**src/common/swc_pkg.sv**
```systemverilog
package swc_pkg;

    // Sleep state encodings, one-hot
    localparam int STATE_W = 4;

    typedef enum logic [STATE_W-1:0] {
        SWC_RUN = 4'h1,
        SWC_SLEEP_WI = 4'h2,
        SWC_SLEEP_WE = 4'h4,
        SWC_HOLD = 4'h8
    } swc_state_e;

    // Sleep cause codes shown on the cause output
    localparam logic [1:0] CAUSE_NONE = 2'h0;
    localparam logic [1:0] CAUSE_WAIT_INT = 2'h1;
    localparam logic [1:0] CAUSE_EXIT = 2'h2;
    localparam logic [1:0] CAUSE_WAIT_EVT = 2'h3;

    // Reset value and reset synchronizer depth
    localparam logic EVENT_RESET = 1'b0;
    localparam int SYNC_STAGES = 2;

endpackage

```
**src/rtl/swc_rise_detect.sv**
```systemverilog
`timescale 1ns/1ps
// Flags a new rise on any bit of a pending vector
module swc_rise_detect #(
    parameter int WIDTH = 8
) (
    // Clock and reset
    input wire logic clk,
    input wire logic rst_n,
    // Vector in, pulse out
    input wire logic [WIDTH-1:0] level_in,
    output logic any_rise
);

    typedef struct packed {
        logic [WIDTH-1:0] prev;
    } swc_rd_s;

    swc_rd_s r_q;
    swc_rd_s r_d;

    always_comb
    begin
        r_d = r_q;
        r_d.prev = level_in;
    end

    always_ff @(posedge clk or negedge rst_n)
    begin
        if (!rst_n)
        begin
            r_q <= '0;
        end
        else
        begin
            r_q <= r_d;
        end
    end

    assign any_rise = |(level_in & ~r_q.prev);

endmodule

```
**src/rtl/swc_sleep_ctrl.sv**
```systemverilog
`timescale 1ns/1ps
// Notes on behaviour
// - With sleep-after-handler set, handler return goes straight to sleep, no thread code.
// - Sleep from wait-for-interrupt or handler exit wakes on an entry-worthy exception or a masked wake, not on events.
// - Priority mask set, fault mask clear: enabled higher-priority interrupt still wakes core from wait-for-interrupt or handler-exit sleep.
// - That wake resumes thread code; handler entry held until priority mask clears.
// - Wait-for-event sleep wakes on an exception able to cause exception entry.
// - Event-on-pending set: any new pending interrupt wakes wait-for-event sleep.
// - Wait-for-interrupt halts execution and sleeps at once, except in the hold state, where it is ignored.
// - Wait-for-event: event flag 0 sleeps; flag 1 is cleared and execution continues; in the hold state it is ignored.
// - Deep-sleep select chooses sleep depth whenever any sleep mechanism triggers.
module swc_sleep_ctrl #(
    parameter int NUM_IRQ = 8
) (
    // Clock and reset
    input wire logic CLOCK,
    input wire logic RST_B,
    // System control register bits
    input wire logic SLEEP_AFTER_HANDLER_BIT,
    input wire logic EVENT_ON_PENDING_BIT,
    input wire logic DEEP_SLEEP_SELECT_BIT,
    // Exception mask bits
    input wire logic PRIORITY_MASK_BIT,
    input wire logic FAULT_MASK_BIT,
    // Pipeline requests, one-cycle pulses
    input wire logic WAIT_INTERRUPT_INSTR,
    input wire logic WAIT_EVENT_INSTR,
    input wire logic HANDLER_RETURN,
    input wire logic SEND_EVENT,
    // Exception logic status
    input wire logic EXC_ENTRY_READY,
    input wire logic IRQ_ABOVE_PRIORITY,
    input wire logic [NUM_IRQ-1:0] IRQ_PENDING,
    // Core control
    output logic CORE_HALT,
    output logic SLEEP_ACTIVE,
    output logic DEEP_SLEEP,
    output logic WAKEUP,
    output logic EXC_ENTRY_HOLD,
    output logic EVENT_FLAG,
    output logic [1:0] SLEEP_CAUSE
);

    typedef struct packed {
        swc_pkg::swc_state_e state;
        logic event_flag;
        logic deep;
        logic wake;
        logic [1:0] cause;
    } swc_s;

    swc_s s_q;
    swc_s s_d;
    logic [swc_pkg::SYNC_STAGES-1:0] rst_sync_q;
    logic rst_n;
    logic pend_rise;
    logic entry_wake;
    logic masked_wake;
    logic any_event;

    // Reset release through two stages
    always_ff @(posedge CLOCK or negedge RST_B)
    begin
        if (!RST_B)
        begin
            rst_sync_q <= '0;
        end
        else
        begin
            rst_sync_q <= {rst_sync_q[0], 1'b1};
        end
    end

    assign rst_n = rst_sync_q[1];

    // Pending vector comes from same-clock exception logic
    swc_rise_detect #(
        .WIDTH(NUM_IRQ)
    ) i_swc_rise_detect (
        .clk(CLOCK),
        .rst_n(rst_n),
        .level_in(IRQ_PENDING),
        .any_rise(pend_rise)
    );

    // Masked wake only with priority mask set and fault mask clear
    assign masked_wake = PRIORITY_MASK_BIT && !FAULT_MASK_BIT && IRQ_ABOVE_PRIORITY;
    assign entry_wake = EXC_ENTRY_READY;
    assign any_event = SEND_EVENT || (EVENT_ON_PENDING_BIT && pend_rise);

    always_comb
    begin
        s_d = s_q;
        s_d.wake = 1'b0;
        case (s_q.state)
            swc_pkg::SWC_RUN:
            begin
                // Event arriving with a wait-for-event still counts: no sleep, clear wins
                if (WAIT_INTERRUPT_INSTR)
                begin
                    s_d.state = swc_pkg::SWC_SLEEP_WI;
                    s_d.cause = swc_pkg::CAUSE_WAIT_INT;
                    s_d.deep = DEEP_SLEEP_SELECT_BIT;
                    s_d.event_flag = s_q.event_flag || any_event;
                end
                else if (HANDLER_RETURN && SLEEP_AFTER_HANDLER_BIT)
                begin
                    s_d.state = swc_pkg::SWC_SLEEP_WI;
                    s_d.cause = swc_pkg::CAUSE_EXIT;
                    s_d.deep = DEEP_SLEEP_SELECT_BIT;
                    s_d.event_flag = s_q.event_flag || any_event;
                end
                else if (WAIT_EVENT_INSTR)
                begin
                    if (s_q.event_flag || any_event)
                    begin
                        s_d.event_flag = 1'b0;
                    end
                    else
                    begin
                        s_d.state = swc_pkg::SWC_SLEEP_WE;
                        s_d.cause = swc_pkg::CAUSE_WAIT_EVT;
                        s_d.deep = DEEP_SLEEP_SELECT_BIT;
                    end
                end
                else if (any_event)
                begin
                    s_d.event_flag = 1'b1;
                end
            end
            swc_pkg::SWC_SLEEP_WI:
            begin
                // Other events are remembered for a later wait-for-event
                if (any_event)
                begin
                    s_d.event_flag = 1'b1;
                end
                if (entry_wake)
                begin
                    s_d.state = swc_pkg::SWC_RUN;
                    s_d.wake = 1'b1;
                    s_d.cause = swc_pkg::CAUSE_NONE;
                    s_d.deep = 1'b0;
                end
                else if (masked_wake)
                begin
                    s_d.state = swc_pkg::SWC_HOLD;
                    s_d.wake = 1'b1;
                    s_d.cause = swc_pkg::CAUSE_NONE;
                    s_d.deep = 1'b0;
                end
            end
            swc_pkg::SWC_SLEEP_WE:
            begin
                // Waking event is consumed, flag stays clear
                if (entry_wake || any_event)
                begin
                    s_d.state = swc_pkg::SWC_RUN;
                    s_d.wake = 1'b1;
                    s_d.cause = swc_pkg::CAUSE_NONE;
                    s_d.deep = 1'b0;
                end
            end
            swc_pkg::SWC_HOLD:
            begin
                // Thread code runs; handler entry waits for the mask to drop
                if (any_event)
                begin
                    s_d.event_flag = 1'b1;
                end
                if (!PRIORITY_MASK_BIT)
                begin
                    s_d.state = swc_pkg::SWC_RUN;
                end
            end
            default:
            begin
                s_d.state = swc_pkg::SWC_RUN;
            end
        endcase
    end

    always_ff @(posedge CLOCK or negedge rst_n)
    begin
        if (!rst_n)
        begin
            s_q.state <= swc_pkg::SWC_RUN;
            s_q.event_flag <= swc_pkg::EVENT_RESET;
            s_q.deep <= 1'b0;
            s_q.wake <= 1'b0;
            s_q.cause <= swc_pkg::CAUSE_NONE;
        end
        else
        begin
            s_q <= s_d;
        end
    end

    // All outputs register decodes of next state s_d, on the same edge as the state
    always_ff @(posedge CLOCK or negedge rst_n)
    begin
        if (!rst_n)
        begin
            CORE_HALT <= 1'b0;
            SLEEP_ACTIVE <= 1'b0;
            DEEP_SLEEP <= 1'b0;
            WAKEUP <= 1'b0;
            EXC_ENTRY_HOLD <= 1'b0;
            EVENT_FLAG <= swc_pkg::EVENT_RESET;
            SLEEP_CAUSE <= swc_pkg::CAUSE_NONE;
        end
        else
        begin
            CORE_HALT <= (s_d.state == swc_pkg::SWC_SLEEP_WI)
                || (s_d.state == swc_pkg::SWC_SLEEP_WE);
            SLEEP_ACTIVE <= (s_d.state == swc_pkg::SWC_SLEEP_WI)
                || (s_d.state == swc_pkg::SWC_SLEEP_WE);
            DEEP_SLEEP <= s_d.deep;
            WAKEUP <= s_d.wake;
            EXC_ENTRY_HOLD <= (s_d.state == swc_pkg::SWC_HOLD);
            EVENT_FLAG <= s_d.event_flag;
            SLEEP_CAUSE <= s_d.cause;
        end
    end

endmodule

```
**config.mk**
```make
export PLATFORM = sky130hd
export DESIGN_NAME = swc_sleep_ctrl
export DESIGN_NICKNAME = d
export VERILOG_FILES = /design/src/common/swc_pkg.sv /design/src/rtl/swc_rise_detect.sv /design/src/rtl/swc_sleep_ctrl.sv
export SDC_FILE = /design/constraint.sdc
export NUM_CORES = 1
export LEC_CHECK = 0
export ABC_AREA = 1
export BUFFER_PORTS_ARGS = -buffer_cell sky130_fd_sc_hd__buf_2
export CAP_MARGIN = 20
export CORE_MARGIN = 4
export CORE_UTILIZATION = 50
export DETAILED_ROUTE_END_ITERATION = 12
export PLACE_DENSITY = 0.76
export SLEW_MARGIN = 0
export SYNTH_ARGS = -nofsm -noshare
export SYNTH_HDL_FRONTEND = slang
export SYNTH_HIERARCHICAL = 1
export SYNTH_SLANG_ARGS = --single-unit
```
**constraint.sdc**
```tcl
create_clock -name CLOCK -period 0.9 [get_ports CLOCK]
set_clock_uncertainty 0.05 [all_clocks]
set_input_delay 0.09 -clock CLOCK [delete_from_list [all_inputs] [get_ports CLOCK]]
set_output_delay 0.09 -clock CLOCK [all_outputs]
set_load 0.01 [all_outputs]
```
### Word level (Yosys, flattened, before mapping)

Cells that the tools add are included.

* bits of input ports: 21
* logic and storage cells: 63
* output and inout port bits: 8
* bits in registers: 21

* reductions and logical operators: 15
* bitwise gates (word level): 2
* muxes and demuxes: 25
* eq/ne operators: 12

Operators by type and width (number)
* 4-bit two-way mux: 9
* 4-bit one-hot mux with 4 select lines: 1
* 6-bit two-way mux: 2
* 8-bit AND: 1
* 4-bit by 2-bit == test with 1-bit output, second input constant: 2
* 4-bit by 3-bit == test with 1-bit output, second input constant: 2
* 4-bit == test, second input constant: 2
* 2-bit two-way mux: 4
* 4-bit != test, second input constant: 2
* 8-bit inverter: 1
* 8-bit OR reduction: 1
* 2-bit one-hot mux with 3 select lines: 1
* 1-bit two-way mux: 5
* 5-bit != test, second input constant: 1
* 5-bit AND reduction: 1
* 4-bit by 1-bit == test with 1-bit output, second input constant: 1
* 1-bit logical AND: 4
* 1-bit logical OR: 4
* 1-bit one-hot mux with 2 select lines: 2
* 3-bit != test, second input constant: 1
* 1-bit one-hot mux with 3 select lines: 1
* 3-bit nonzero test: 1
* 2-bit != test, second input constant: 1
* 2-bit AND reduction: 1
* other kinds (3): 3

### Depth between registers and ports, before layout

Gate-level depths: netlist of the first run.

* depth after elaboration: 13
* gate-level depth with buffers: 13
* mapped depth without buffers: 13

### Hierarchy

The synthesis of the first run kept the hierarchy.

By module, submodules not included
* swc_sleep_ctrl: cells each 96, instances 1, area an instance 716.9 um2, sequential area each 326.6 um2
* swc_rise_detect: cells each 31, instances 1, area an instance 286.5 um2, sequential area each 200.2 um2

### Worst setup path before layout of the first run

No wires, ideal clock.

* path kind: flip-flop to flip-flop
* start: register s_q[5] (netlist name)
* end: register SLEEP_CAUSE[0]
* data required time: 0.727 ns
* period minus slack after synthesis: 1.281 ns
* arrival time: 1.108 ns
* path buffers: 0
* slack: -0.381 ns
* cell stages (with the launch flop): 10
* setup time: 0.123 ns
* cell sequence: dfstp_2 -> inv_1 -> nor2_1 -> nand2_1 -> nor2_1 -> nand2_1 -> nand2_2 -> nor2_4 -> nand2_1 -> nand2_1

* longest elaborated chain between the ends: 3
* elaborated cells on any way between the ends: 10
* those cells by class: 7 x eq/ne; 1 x mux; 2 x reduce/logical

RTL lines
* start, declared: RTL line swc_sleep_ctrl.sv:52 `swc_s s_q;`
* 4-bit by 1-bit == test with 1-bit output (tied with other cells): RTL line swc_sleep_ctrl.sv:95 `case (s_q.state)`
* 4-bit != test (no source line) (tied with other cells)
* 5-bit AND reduction (no source line)
* end signal, assigned: RTL line swc_sleep_ctrl.sv:210 `SLEEP_CAUSE <= swc_pkg::CAUSE_NONE;`
* end signal, assigned: RTL line swc_sleep_ctrl.sv:222 `SLEEP_CAUSE <= s_d.cause;`
* end, declared: RTL line swc_sleep_ctrl.sv:41 `output logic [1:0] SLEEP_CAUSE`

Several ways; a longest one is shown, not always the timed one.
A chain may end at the register's enable or synchronous reset.

### Worst setup path in the final report of the first run

Same ends and word-level chain as after synthesis.

==> impl_summary.txt, run 1 <==
----------------------------------------------------
[Outcome]
  Run status ... finished, violations left
  Failing checks ... negative setup slack

[STA]
  Sum of negative setup slack ... -6.50 ns
  Count of pins over their slew limit ... 0
  Hold Violations, Final ... 0
  Share of the clock period used by the worst path ... 175%
  Unrepaired setup endpoints after global routing ... true
  Final setup vio count ... 19
  Time the final worst path needs with I/O delays and setup ... approximately 1.6 ns
  Minimum setup slack in the final design ... -0.675 ns
  Highest attainable clock frequency ... 635 MHz

[Power]
  Power, Total ... about 4000 uW
  Worst supply voltage drop on vdd ... about 1.9 mV
  Leakage ... 0.000853 uW
  Areal power density over the cells ... 2510 nW/um2

[Detailed routing]
  Total Wirelength ... 3240 um
  Pre-Repair DR Iteration Count ... 4
  ANT nets after route ... 0
  Post-DR vias/cell ... 5.20
  Number of remaining DRC errors ... 0
  Routed vias ... 1,097
  Routed length per instance ... about 15 um
  First DRT Iteration DRCs ... 27

[Finish]
  Synthesis-to-finish area growth ... 58.7%
  Count of placed standard cells in the final layout, fillers left out ... 211
  Layout cell share with drive strength beyond 1 ... 46.2%
  Diode insertion count for antenna repair ... 0
  Post-layout net count ... 208
  Total of fill cells in the finished design ... between 100 and 150
  Final Instance Area ... 1590 um2

[Global route]
  Wire length of the first global-routing pass ... approximately 4400 um
  Vias in the first global route ... ~1,100
  Total GRT Usage ... 21.4%
  Total congestion overflow ... 0
  Maximum number of pins on one net before global-route repair ... 20
  Antenna violations before repair ... 0

[Setup path]
  Worst Setup Path Type ... register to register
  Critical path arrival ... 1.73 ns
  Kind of launch point of the worst setup path ... register
  Endpoint type of the worst setup path ... register
  Highest cell delay on the worst timing path ... approximately 0.62 ns
  Highest fanout seen on the critical path ... 4
  Crit path required time ... 1.06 ns
  Sequence of cells on the critical path ... inv_1 > nor2_2 > nand2_2 > nor2_4 > nand2_2 > nand2_4 > nor2_4 > nand2_1 > nand2_1
  Max stage delay cell, worst path ... dfstp_2

[Logic synthesis]
  Post-synthesis sequential area ratio ... 52.5%
  Synthesized area ... approximately 1000 um2
  Top post-synthesis cells by area ... dfrtp_1, nand2_1, inv_1, nor2_1, o21ai_0
  Number of flops mapped to enable cells by yosys ... 0
  Async S/R FF share, synth ... 100%
  Synthesized net count ... 148
  Proportion of netlist area held by the largest area contributor ... 49.9%
  Most instantiated cells after synthesis ... nand2_1, inv_1, dfrtp_1
  Number of warnings issued by yosys ... 6
  Syn Inst Count ... 127
  Mapped Avg Cell Area ... 7.90 um2
  Unique cell type count in the Yosys netlist ... 20
  FF+latch count, synth ... 21
  Top flip-flop cell by instance count after synthesis ... dfrtp_1
  Most frequently used cell type in the post-synthesis netlist ... nand2_1
  Cell taking the most area after synthesis ... dfrtp_1

[Clock tree]
  Clock Tree Root ... clkbuf_4
  Later-pin clock latency in the skew report ... 0.31 ns
  Max Buffers Root-to-Sink ... 2
  Clock-pin transition on the worst setup and hold timing paths ... 0.12 ns
  Total CTS buffers ... 3
  Sink count of the clock tree ... 21
  Clock tree from TritonCTS ... done
  CTS H-Tree Depth ... 1

[Floorplan]
  Number of rows created at floorplan ... 15
  Width of the die ... 52.8 um
  Core ar. ... 1820 um2
  Die Y-Extent ... between 50 and 60 um
  Die Footprint ... 2790 um2
  Starting density of the core ... 55.1%
  Number of I/O pins ... 29

[Place]
  Half-perimeter wire length of the detailed placement result ... between 1500 and 2000 um
  Post-Place Worst Slack ... -0.599 ns
  Quantity of I/O buffers inserted on ports ... 28
  Post-place instance area ... 1250 um2
  Final estimated routing congestion in global placement ... about 0.95
  Total instance count after detailed placement ... 189

[Job]
  Max_cap viols ... 0

[Hold path]
  Worst hold path class ... primary input to register

----------------------------------------------------
[worst paths after layout]
check	startpoint	end	slack, ns	depth (start not counted)
worst min-delay path	EXC_ENTRY_READY	WAKEUP	0.04	3
worst min register to register	rst_sync_q[1]	s_q[6]	0.14	1
min in group asynchronous	RST_B	rst_sync_q[0]	0.05	2
worst max-delay path	s_q[5]	SLEEP_CAUSE[0]	-0.68	9
worst max register to register	s_q[5]	SLEEP_CAUSE[0]	-0.68	9
max in group asynchronous	rst_sync_q[1]	s_q[5]	0.44	1
[through the flow]
step / utilization, % / hold WS (ns)
after global routing: 87.5 / 0.0428
final: 87.5 / 0.0361
after global placement: 68.9 / -0.175
after detailed placement: 68.9 / -0.173
after CTS: 80.4 / 0.0228
after floorplan: - / -0.256
[sequential cells by signal, indices dropped and copies added (netlist names), 2 cells and up]
signal	flops
i_swc_rise_detect/r_q	8
rst_sync_q	2
SLEEP_CAUSE	2
s_q	4
[worst max-delay path: cells and delay by family (launching register included)]
| family | cells | cell delay (ns) |
|---|---|---|
| and+or+nand+nor | 8 | 0.74 |
| DFF | 1 | 0.62 |
| buffers and inverters | 1 | 0.07 |
[layer usage]
| layer | share of wire [%] | global-route usage, % | vias to the layer above |
|---|---|---|---|
| met5 | 0 | 0 | - |
| met4 | 3.2 | 5.96 | 0 |
| met3 | 6.2 | 3.99 | 17 |
| met2 | 54 | 41.9 | 67 |
| met1 | 37 | 22.6 | 509 |
| li1 | - | - | 504 |
[report_power, final]
group | internal, uW | total (uW) | switching [uW]
clock | 173 | 465 | 291
combinational | 983 | 2220 | 1240
sequential | 1160 | 1320 | 156
[kinds of logic after synthesis]
kind of cell	after synthesis	share of synthesized area (%)
flops	21	52.5
compound gates	13	6.98
buf+inv	25	10.5
simple gates	67	29.7
other cells	1	0.374
[placed cells by master, fill, tap and decap left out, drive strengths merged]
cell	count
nand2	39
o21ai	9
nand4	3
nand3	3
dfrtp	20
inv	22
dlygate4sd3	10
nor2	21
clkbuf	4
or2	1
buf	48
conb	1
o22ai	3
a31oi	1
dfstp	1
[timing repair]
action | 4_1_cts | 5_1_grt
pin swaps | 10 | 11
endpoints found under the setup margin | 19 | 19
hold endpoints to repair | 11 | 0
hold buffers | 10 | 0
buffers inserted | 5 | 5
gates resized for setup | 20 | 26
[cell type report]
class / count / area [um2] / share of cell area [%]
Inverter: 22 / 82.6 / 5.18
Sequential cell: 21 / 528 / 33.1
Timing Repair Buffer: 58 / 432 / 27.1
Clock buffer: 4 / 26.3 / 1.65
Multi-Input combinational cell: 81 / 493 / 31.0
Tap cell: 25 / 31.3 / 1.96
(Power assumes the default switching activity.)
==> run 2, diff against run 1 <==
--- a/config.mk
+++ b/config.mk
@@ -9,9 +9,10 @@
 export BUFFER_PORTS_ARGS = -buffer_cell sky130_fd_sc_hd__buf_2
 export CAP_MARGIN = 20
 export CORE_MARGIN = 4
-export CORE_UTILIZATION = 50
+export CORE_UTILIZATION = 52
+export CTS_BUF_LIST = sky130_fd_sc_hd__clkbuf_4 sky130_fd_sc_hd__clkbuf_8
 export DETAILED_ROUTE_END_ITERATION = 12
-export PLACE_DENSITY = 0.76
+export PLACE_DENSITY = 0.79
 export SLEW_MARGIN = 0
 export SYNTH_ARGS = -nofsm -noshare
 export SYNTH_HDL_FRONTEND = slang
==> impl_summary.txt, run 2 (synthesized netlist as in run 1, its figures left out) <==
----------------------------------------------------
[Detailed routing]
  First DRT Iteration DRCs ... 38
  Post-DR vias/cell ... 5.25
  Routed vias ... 1,076
  ANT nets after route ... 0
  Number of remaining DRC errors ... 0
  Routed length per instance ... between 10 and 15 um
  Total Wirelength ... about 3000 um
  Pre-Repair DR Iteration Count ... 4

[Global route]
  Maximum number of pins on one net before global-route repair ... 20
  Vias in the first global route ... 973
  Total congestion overflow ... 0
  Wire length of the first global-routing pass ... 4130 um
  Antenna violations before repair ... 0
  Total GRT Usage ... ~21%

[Finish]
  Commonest non-fill, non-tap cells in the layout ... nand2_1, buf_2, dfrtp_1, inv_1, nor2_1
  Flip-flop count of the largest register, all copies and words added ... 8
  Utilization after layout ... 84.1%
  Most common library cell in the layout ignoring fill and taps ... nand2_1
  Count of placed standard cells in the final layout, fillers left out ... 205
  Diode insertion count for antenna repair ... 0
  Top reg by flops ... i_swc_rise_detect/r_q
  Synthesis-to-finish area growth ... 49.4%
  Layout cell share with drive strength beyond 1 ... about two fifths
  Post-layout net count ... between 200 and 250
  Regs by FF count ... i_swc_rise_detect/r_q x8, s_q x4
  Final Instance Area ... 1500 um2

[Clock tree]
  Sink count of the clock tree ... 21
  Total CTS buffers ... 3
  Clock Tree Root ... clkbuf_4
  Clock tree from TritonCTS ... done
  CTS H-Tree Depth ... 1
  Max Buffers Root-to-Sink ... 2
  Later-pin clock latency in the skew report ... 0.31 ns
  Clock-pin transition on the worst setup and hold timing paths ... 0.11 ns

[STA]
  Count of pins over their slew limit ... 0
  Highest attainable clock frequency ... ~650 MHz
  Minimum setup slack in the final design ... -0.645 ns
  Share of the clock period used by the worst path ... 172%
  Unrepaired setup endpoints after global routing ... true
  Time the final worst path needs with I/O delays and setup ... between 1.5 and 2 ns
  Final setup vio count ... 19
  Hold Violations, Final ... 0

[Setup path]
  Max stage delay cell, worst path ... dfstp_2
  Highest cell delay on the worst timing path ... 0.59 ns
  Worst Setup Path Type ... register to register
  Crit path required time ... ~1.1 ns
  Highest fanout seen on the critical path ... 4
  Endpoint type of the worst setup path ... register
  Most frequent cell on the critical path ... nand2_2
  Sequence of cells on the critical path ... inv_1 > nor2_1 > nand2_2 > nor2_2 > nand2_2 > buf_4 > buf_6 > nand4_1
  Kind of launch point of the worst setup path ... register
  Critical path arrival ... 1.74 ns

[Hold path]
  Worst hold path class ... primary input to asynchronous set/reset pin

[Power]
  Power, Total ... between 3000 and 4000 uW
  Leakage ... 0.000819 uW
  Worst supply voltage drop on vdd ... 1.44 mV
  Areal power density over the cells ... 2450 nW/um2

[Place]
  Final estimated routing congestion in global placement ... 0.929
  Total instance count after detailed placement ... around 190
  Quantity of I/O buffers inserted on ports ... 28
  Half-perimeter wire length of the detailed placement result ... roughly 1600 um
  Post-place instance area ... between 1000 and 1500 um2

[Floorplan]
  Die Footprint ... 2700 um2
  Number of I/O pins ... 29
  Starting density of the core ... 56.3%
  Number of rows created at floorplan ... 15
  Core ar. ... around 1800 um2
  Width of the die ... 51.9 um
  Die Y-Extent ... between 50 and 60 um

[Outcome]
  Run status ... finished, violations left
  Failing checks ... negative setup slack

[Job]
  Max_cap viols ... 0

----------------------------------------------------
run 2: cell count changes in the layout (fill, tap and decap cells not counted), moves of 2 or more:
cell,change
buf_4,-5
nor2_4,-4
nor2_1,+3
nand2_1,+2
nand2_2,-2
run 2: metrics by stage:
stage	worst slack, ns	hold WS [ns]	setup TNS (ns)
floorplan	-0.381	-0.256	-2.69
global route	-0.747	0.0341	-7.56
finish	-0.645	0.0256	-6.54
detailed placement	-0.567	-0.172	-4.66
global placement	-0.482	-0.175	-4.22
CTS	-0.516	0.0259	-5.32
run 2: final timing paths:
kind	from	endpoint	cells after the start	slack, ns
min in group CLOCK	EXC_ENTRY_READY	WAKEUP	3	0.04
worst max register to register	s_q[5]	s_q[5]	8	-0.65
worst min-delay path	RST_B	rst_sync_q[1]	2	0.03
worst min register to register	rst_sync_q[1]	i_swc_rise_detect/r_q[5]	1	0.15
worst max-delay path	s_q[5]	s_q[5]	8	-0.65
max in group asynchronous	rst_sync_q[1]	s_q[5]	1	0.44
run 2: area by class of cell:
type	instances	area, um2
clock buffers	4	30.0
well taps	25	31.3
repair buffers	52	383
flip-flops and latches	21	527
fillers	101	284
inverters	22	82.6
multi-input cells	81	445
run 2: metal layers:
metal | track usage, % | wire length (um) | vias up
met5 | 0 | 0 | -
met4 | 5.24 | 113 | 0
met3 | 2.01 | 227 | 13
met2 | 39.5 | 1540 | 68
met1 | 23.8 | 1080 | 498
li1 | - | - | 497
run 2: critical path, delay by kind of cell (launching register included):
kind | cells | cell delay [ns]
buffers and inverters | 3 | 0.32
DFF | 1 | 0.59
and+or+nand+nor | 5 | 0.53
run 2: where the power goes:
part	switching (uW)	leakage, uW	internal, uW
sequential	153	0.000256	1160
combinational	1030	0.000545	845
clock	290	0.0000184	203
total	1470	0.000819	2210
run 2: what timing repair did:
action / CTS / global route
hold buffers: 10 / 0
pin swaps: 8 / 7
endpoints found under the setup margin: 19 / 19
endpoints found under the hold margin: 11 / 0
cloned: 0 / 0
resized for setup: 11 / 22
buffers inserted: 2 / 3
==> run 3, diff against run 2 <==
--- a/config.mk
+++ b/config.mk
@@ -8,9 +8,11 @@
 export ABC_AREA = 1
 export BUFFER_PORTS_ARGS = -buffer_cell sky130_fd_sc_hd__buf_2
 export CAP_MARGIN = 20
+export CORE_ASPECT_RATIO = 0.9
 export CORE_MARGIN = 4
 export CORE_UTILIZATION = 52
 export CTS_BUF_LIST = sky130_fd_sc_hd__clkbuf_4 sky130_fd_sc_hd__clkbuf_8
+export CTS_CLUSTER_DIAMETER = 150
 export DETAILED_ROUTE_END_ITERATION = 12
 export PLACE_DENSITY = 0.79
 export SLEW_MARGIN = 0
==> impl_summary.txt, run 3 (synthesized netlist as in run 1, its figures left out) <==
----------------------------------------------------
[Outcome]
  Run status ... finished, violations left
  Failing checks ... negative hold slack, negative setup slack

[Finish]
  Total of fill cells in the finished design ... ~100
  Post-layout net count ... 203
  Commonest non-fill, non-tap cells in the layout ... nand2_1, buf_2, inv_1, dfrtp_1
  Layout cell share with drive strength beyond 1 ... 44.2%
  Regs by FF count ... i_swc_rise_detect/r_q x8, s_q x4
  Top reg by flops ... i_swc_rise_detect/r_q
  Most common library cell in the layout ignoring fill and taps ... nand2_1
  Synthesis-to-finish area growth ... 51.5%
  Diode insertion count for antenna repair ... 0
  Flip-flop count of the largest register, all copies and words added ... 8

[Hold path]
  Worst hold stages ... 1
  Worst hold path class ... primary input to register
  Endpoint of the worst hold-timing path ... i_swc_rise_detect/r_q[1]
  Hold Crit Start ... IRQ_PENDING[1]

[Detailed routing]
  ANT nets after route ... 0
  Post-DR vias/cell ... 5.33
  First DRT Iteration DRCs ... 36
  Total Wirelength ... 3150 um
  Routed vias ... 1,092
  Number of remaining DRC errors ... 0
  Pre-Repair DR Iteration Count ... 4
  Routed length per instance ... 15.4 um

[Clock tree]
  # hold bufs at CTS ... 9
  Sink count of the clock tree ... 21
  Later-pin clock latency in the skew report ... 0.31 ns
  Total CTS buffers ... 3
  Clock tree from TritonCTS ... done
  Clock Tree Root ... clkbuf_4
  CTS H-Tree Depth ... 1
  Clock-pin transition on the worst setup and hold timing paths ... 0.12 ns
  Max Buffers Root-to-Sink ... 2

[STA]
  Worst hold margin ... -0.152 ns
  Sum of negative setup slack ... -6.26 ns
  Final setup vio count ... 19
  Unrepaired setup endpoints after global routing ... true
  Time the final worst path needs with I/O delays and setup ... approximately 1.6 ns
  Highest attainable clock frequency ... 639 MHz
  Count of pins over their slew limit ... 0
  Minimum setup slack in the final design ... -0.666 ns
  Share of the clock period used by the worst path ... 174%
  Hold Violations, Final ... 1

[Place]
  Half-perimeter wire length of the detailed placement result ... 1710 um
  Quantity of I/O buffers inserted on ports ... 28
  Post-Place Worst Slack ... -0.587 ns
  Final estimated routing congestion in global placement ... 0.835

[Global route]
  Total congestion overflow ... 0
  Maximum number of pins on one net before global-route repair ... 13
  Antenna violations before repair ... 0
  Vias in the first global route ... 991
  Wire length of the first global-routing pass ... 3990 um
  Total GRT Usage ... 20.3%

[Setup path]
  Crit Reg-Reg Endpoint ... SLEEP_CAUSE[0]
  Worst Setup Path Type ... register to register
  Worst setup slack for register-to-register paths ... -0.67 ns
  Endpoint type of the worst setup path ... register
  Crit path required time ... 1.04 ns
  Kind of launch point of the worst setup path ... register
  R2R cell count ... 11
  Highest fanout seen on the critical path ... 4
  Critical path arrival ... 1.70 ns
  Start of the worst register-to-register path ... i_swc_rise_detect/r_q[7]

[Power]
  Areal power density over the cells ... around 2600 nW/um2
  Leakage ... between 0.0008 and 0.0009 uW
  Worst supply voltage drop on vdd ... 1.72 mV

[Floorplan]
  Number of rows created at floorplan ... 14
  Width of the die ... 54.3 um
  Die Footprint ... 2700 um2
  Die Y-Extent ... 49.7 um
  Number of I/O pins ... 29
  Starting density of the core ... 57.3%
  Core ar. ... between 1500 and 2000 um2

[Job]
  Max_cap viols ... 0

----------------------------------------------------
==> run 3: per-stage QoR <==
step           util [%]  instance area [um2]  instances  total power (uW)
4_1_cts            79.9                 1400        202              3320
2_1_floorplan         -                 1000        127              2200
3_5_place_dp       70.0                 1230        186              2650
6_report           86.8                 1520        205              3890
3_3_place_gp       70.0                 1230        186              2590
5_1_grt            86.8                 1520        205              4100
==> run 3: area by class of cell <==
cell class	count	area, um2	area share [%]
inverters	22	82.6	5.43
multi-input cells	81	473	31.1
flip-flops and latches	21	529	34.8
clock buffers	3	22.5	1.48
well taps	24	30.0	1.98
repair buffers	53	378	24.9
clock inverters	1	5.00	0.329
==> run 3: worst max-delay path, cell delays in order (launching register included) <==
cell and delay, ns:
dfrtp_1 0.38, inv_1 0.05, nand2_1 0.06, nand2_1 0.07
nor2_1 0.10, nand2_1 0.05, nand2_1 0.08, nand4_1 0.16
nand2_2 0.15, nand2_4 0.09, o21ai_2 0.12, nand2_1 0.09
==> run 3: where the power goes <==
group          total [uW]  internal (uW)  switching [uW]
sequential           1310           1160             156
combinational        2120            969            1150
clock                 456            166             291
total                3890           2290            1590
==> run 3: routing by layer <==
metal  GRT usage [%]  routed length (um)  vias to the layer above
li1                -                   -                      491
met1            22.3                1120                      513
met2            36.5                1670                       68
met3            4.22                 226                       20
met4            7.88                 129                        0
met5               0                   0                        -
==> run 3: worst max path at each step <==
stage | startpoint | to
final | i_swc_rise_detect/r_q[7] | SLEEP_CAUSE[0]
after CTS | i_swc_rise_detect/r_q[1] | SLEEP_CAUSE[0]
after global placement | i_swc_rise_detect/r_q[1] | SLEEP_CAUSE[1]
after detailed placement | i_swc_rise_detect/r_q[1] | SLEEP_CAUSE[0]
after floorplan | s_q[5] | SLEEP_CAUSE[0]
after global routing | i_swc_rise_detect/r_q[7] | SLEEP_CAUSE[0]
==> run 3: repair_timing <==
item	CTS	global route
resized for setup	14	28
gates cloned	0	0
buffers inserted	4	5
endpoints found under the hold margin	11	1
endpoints found under the setup margin	19	19
pin swaps	10	8
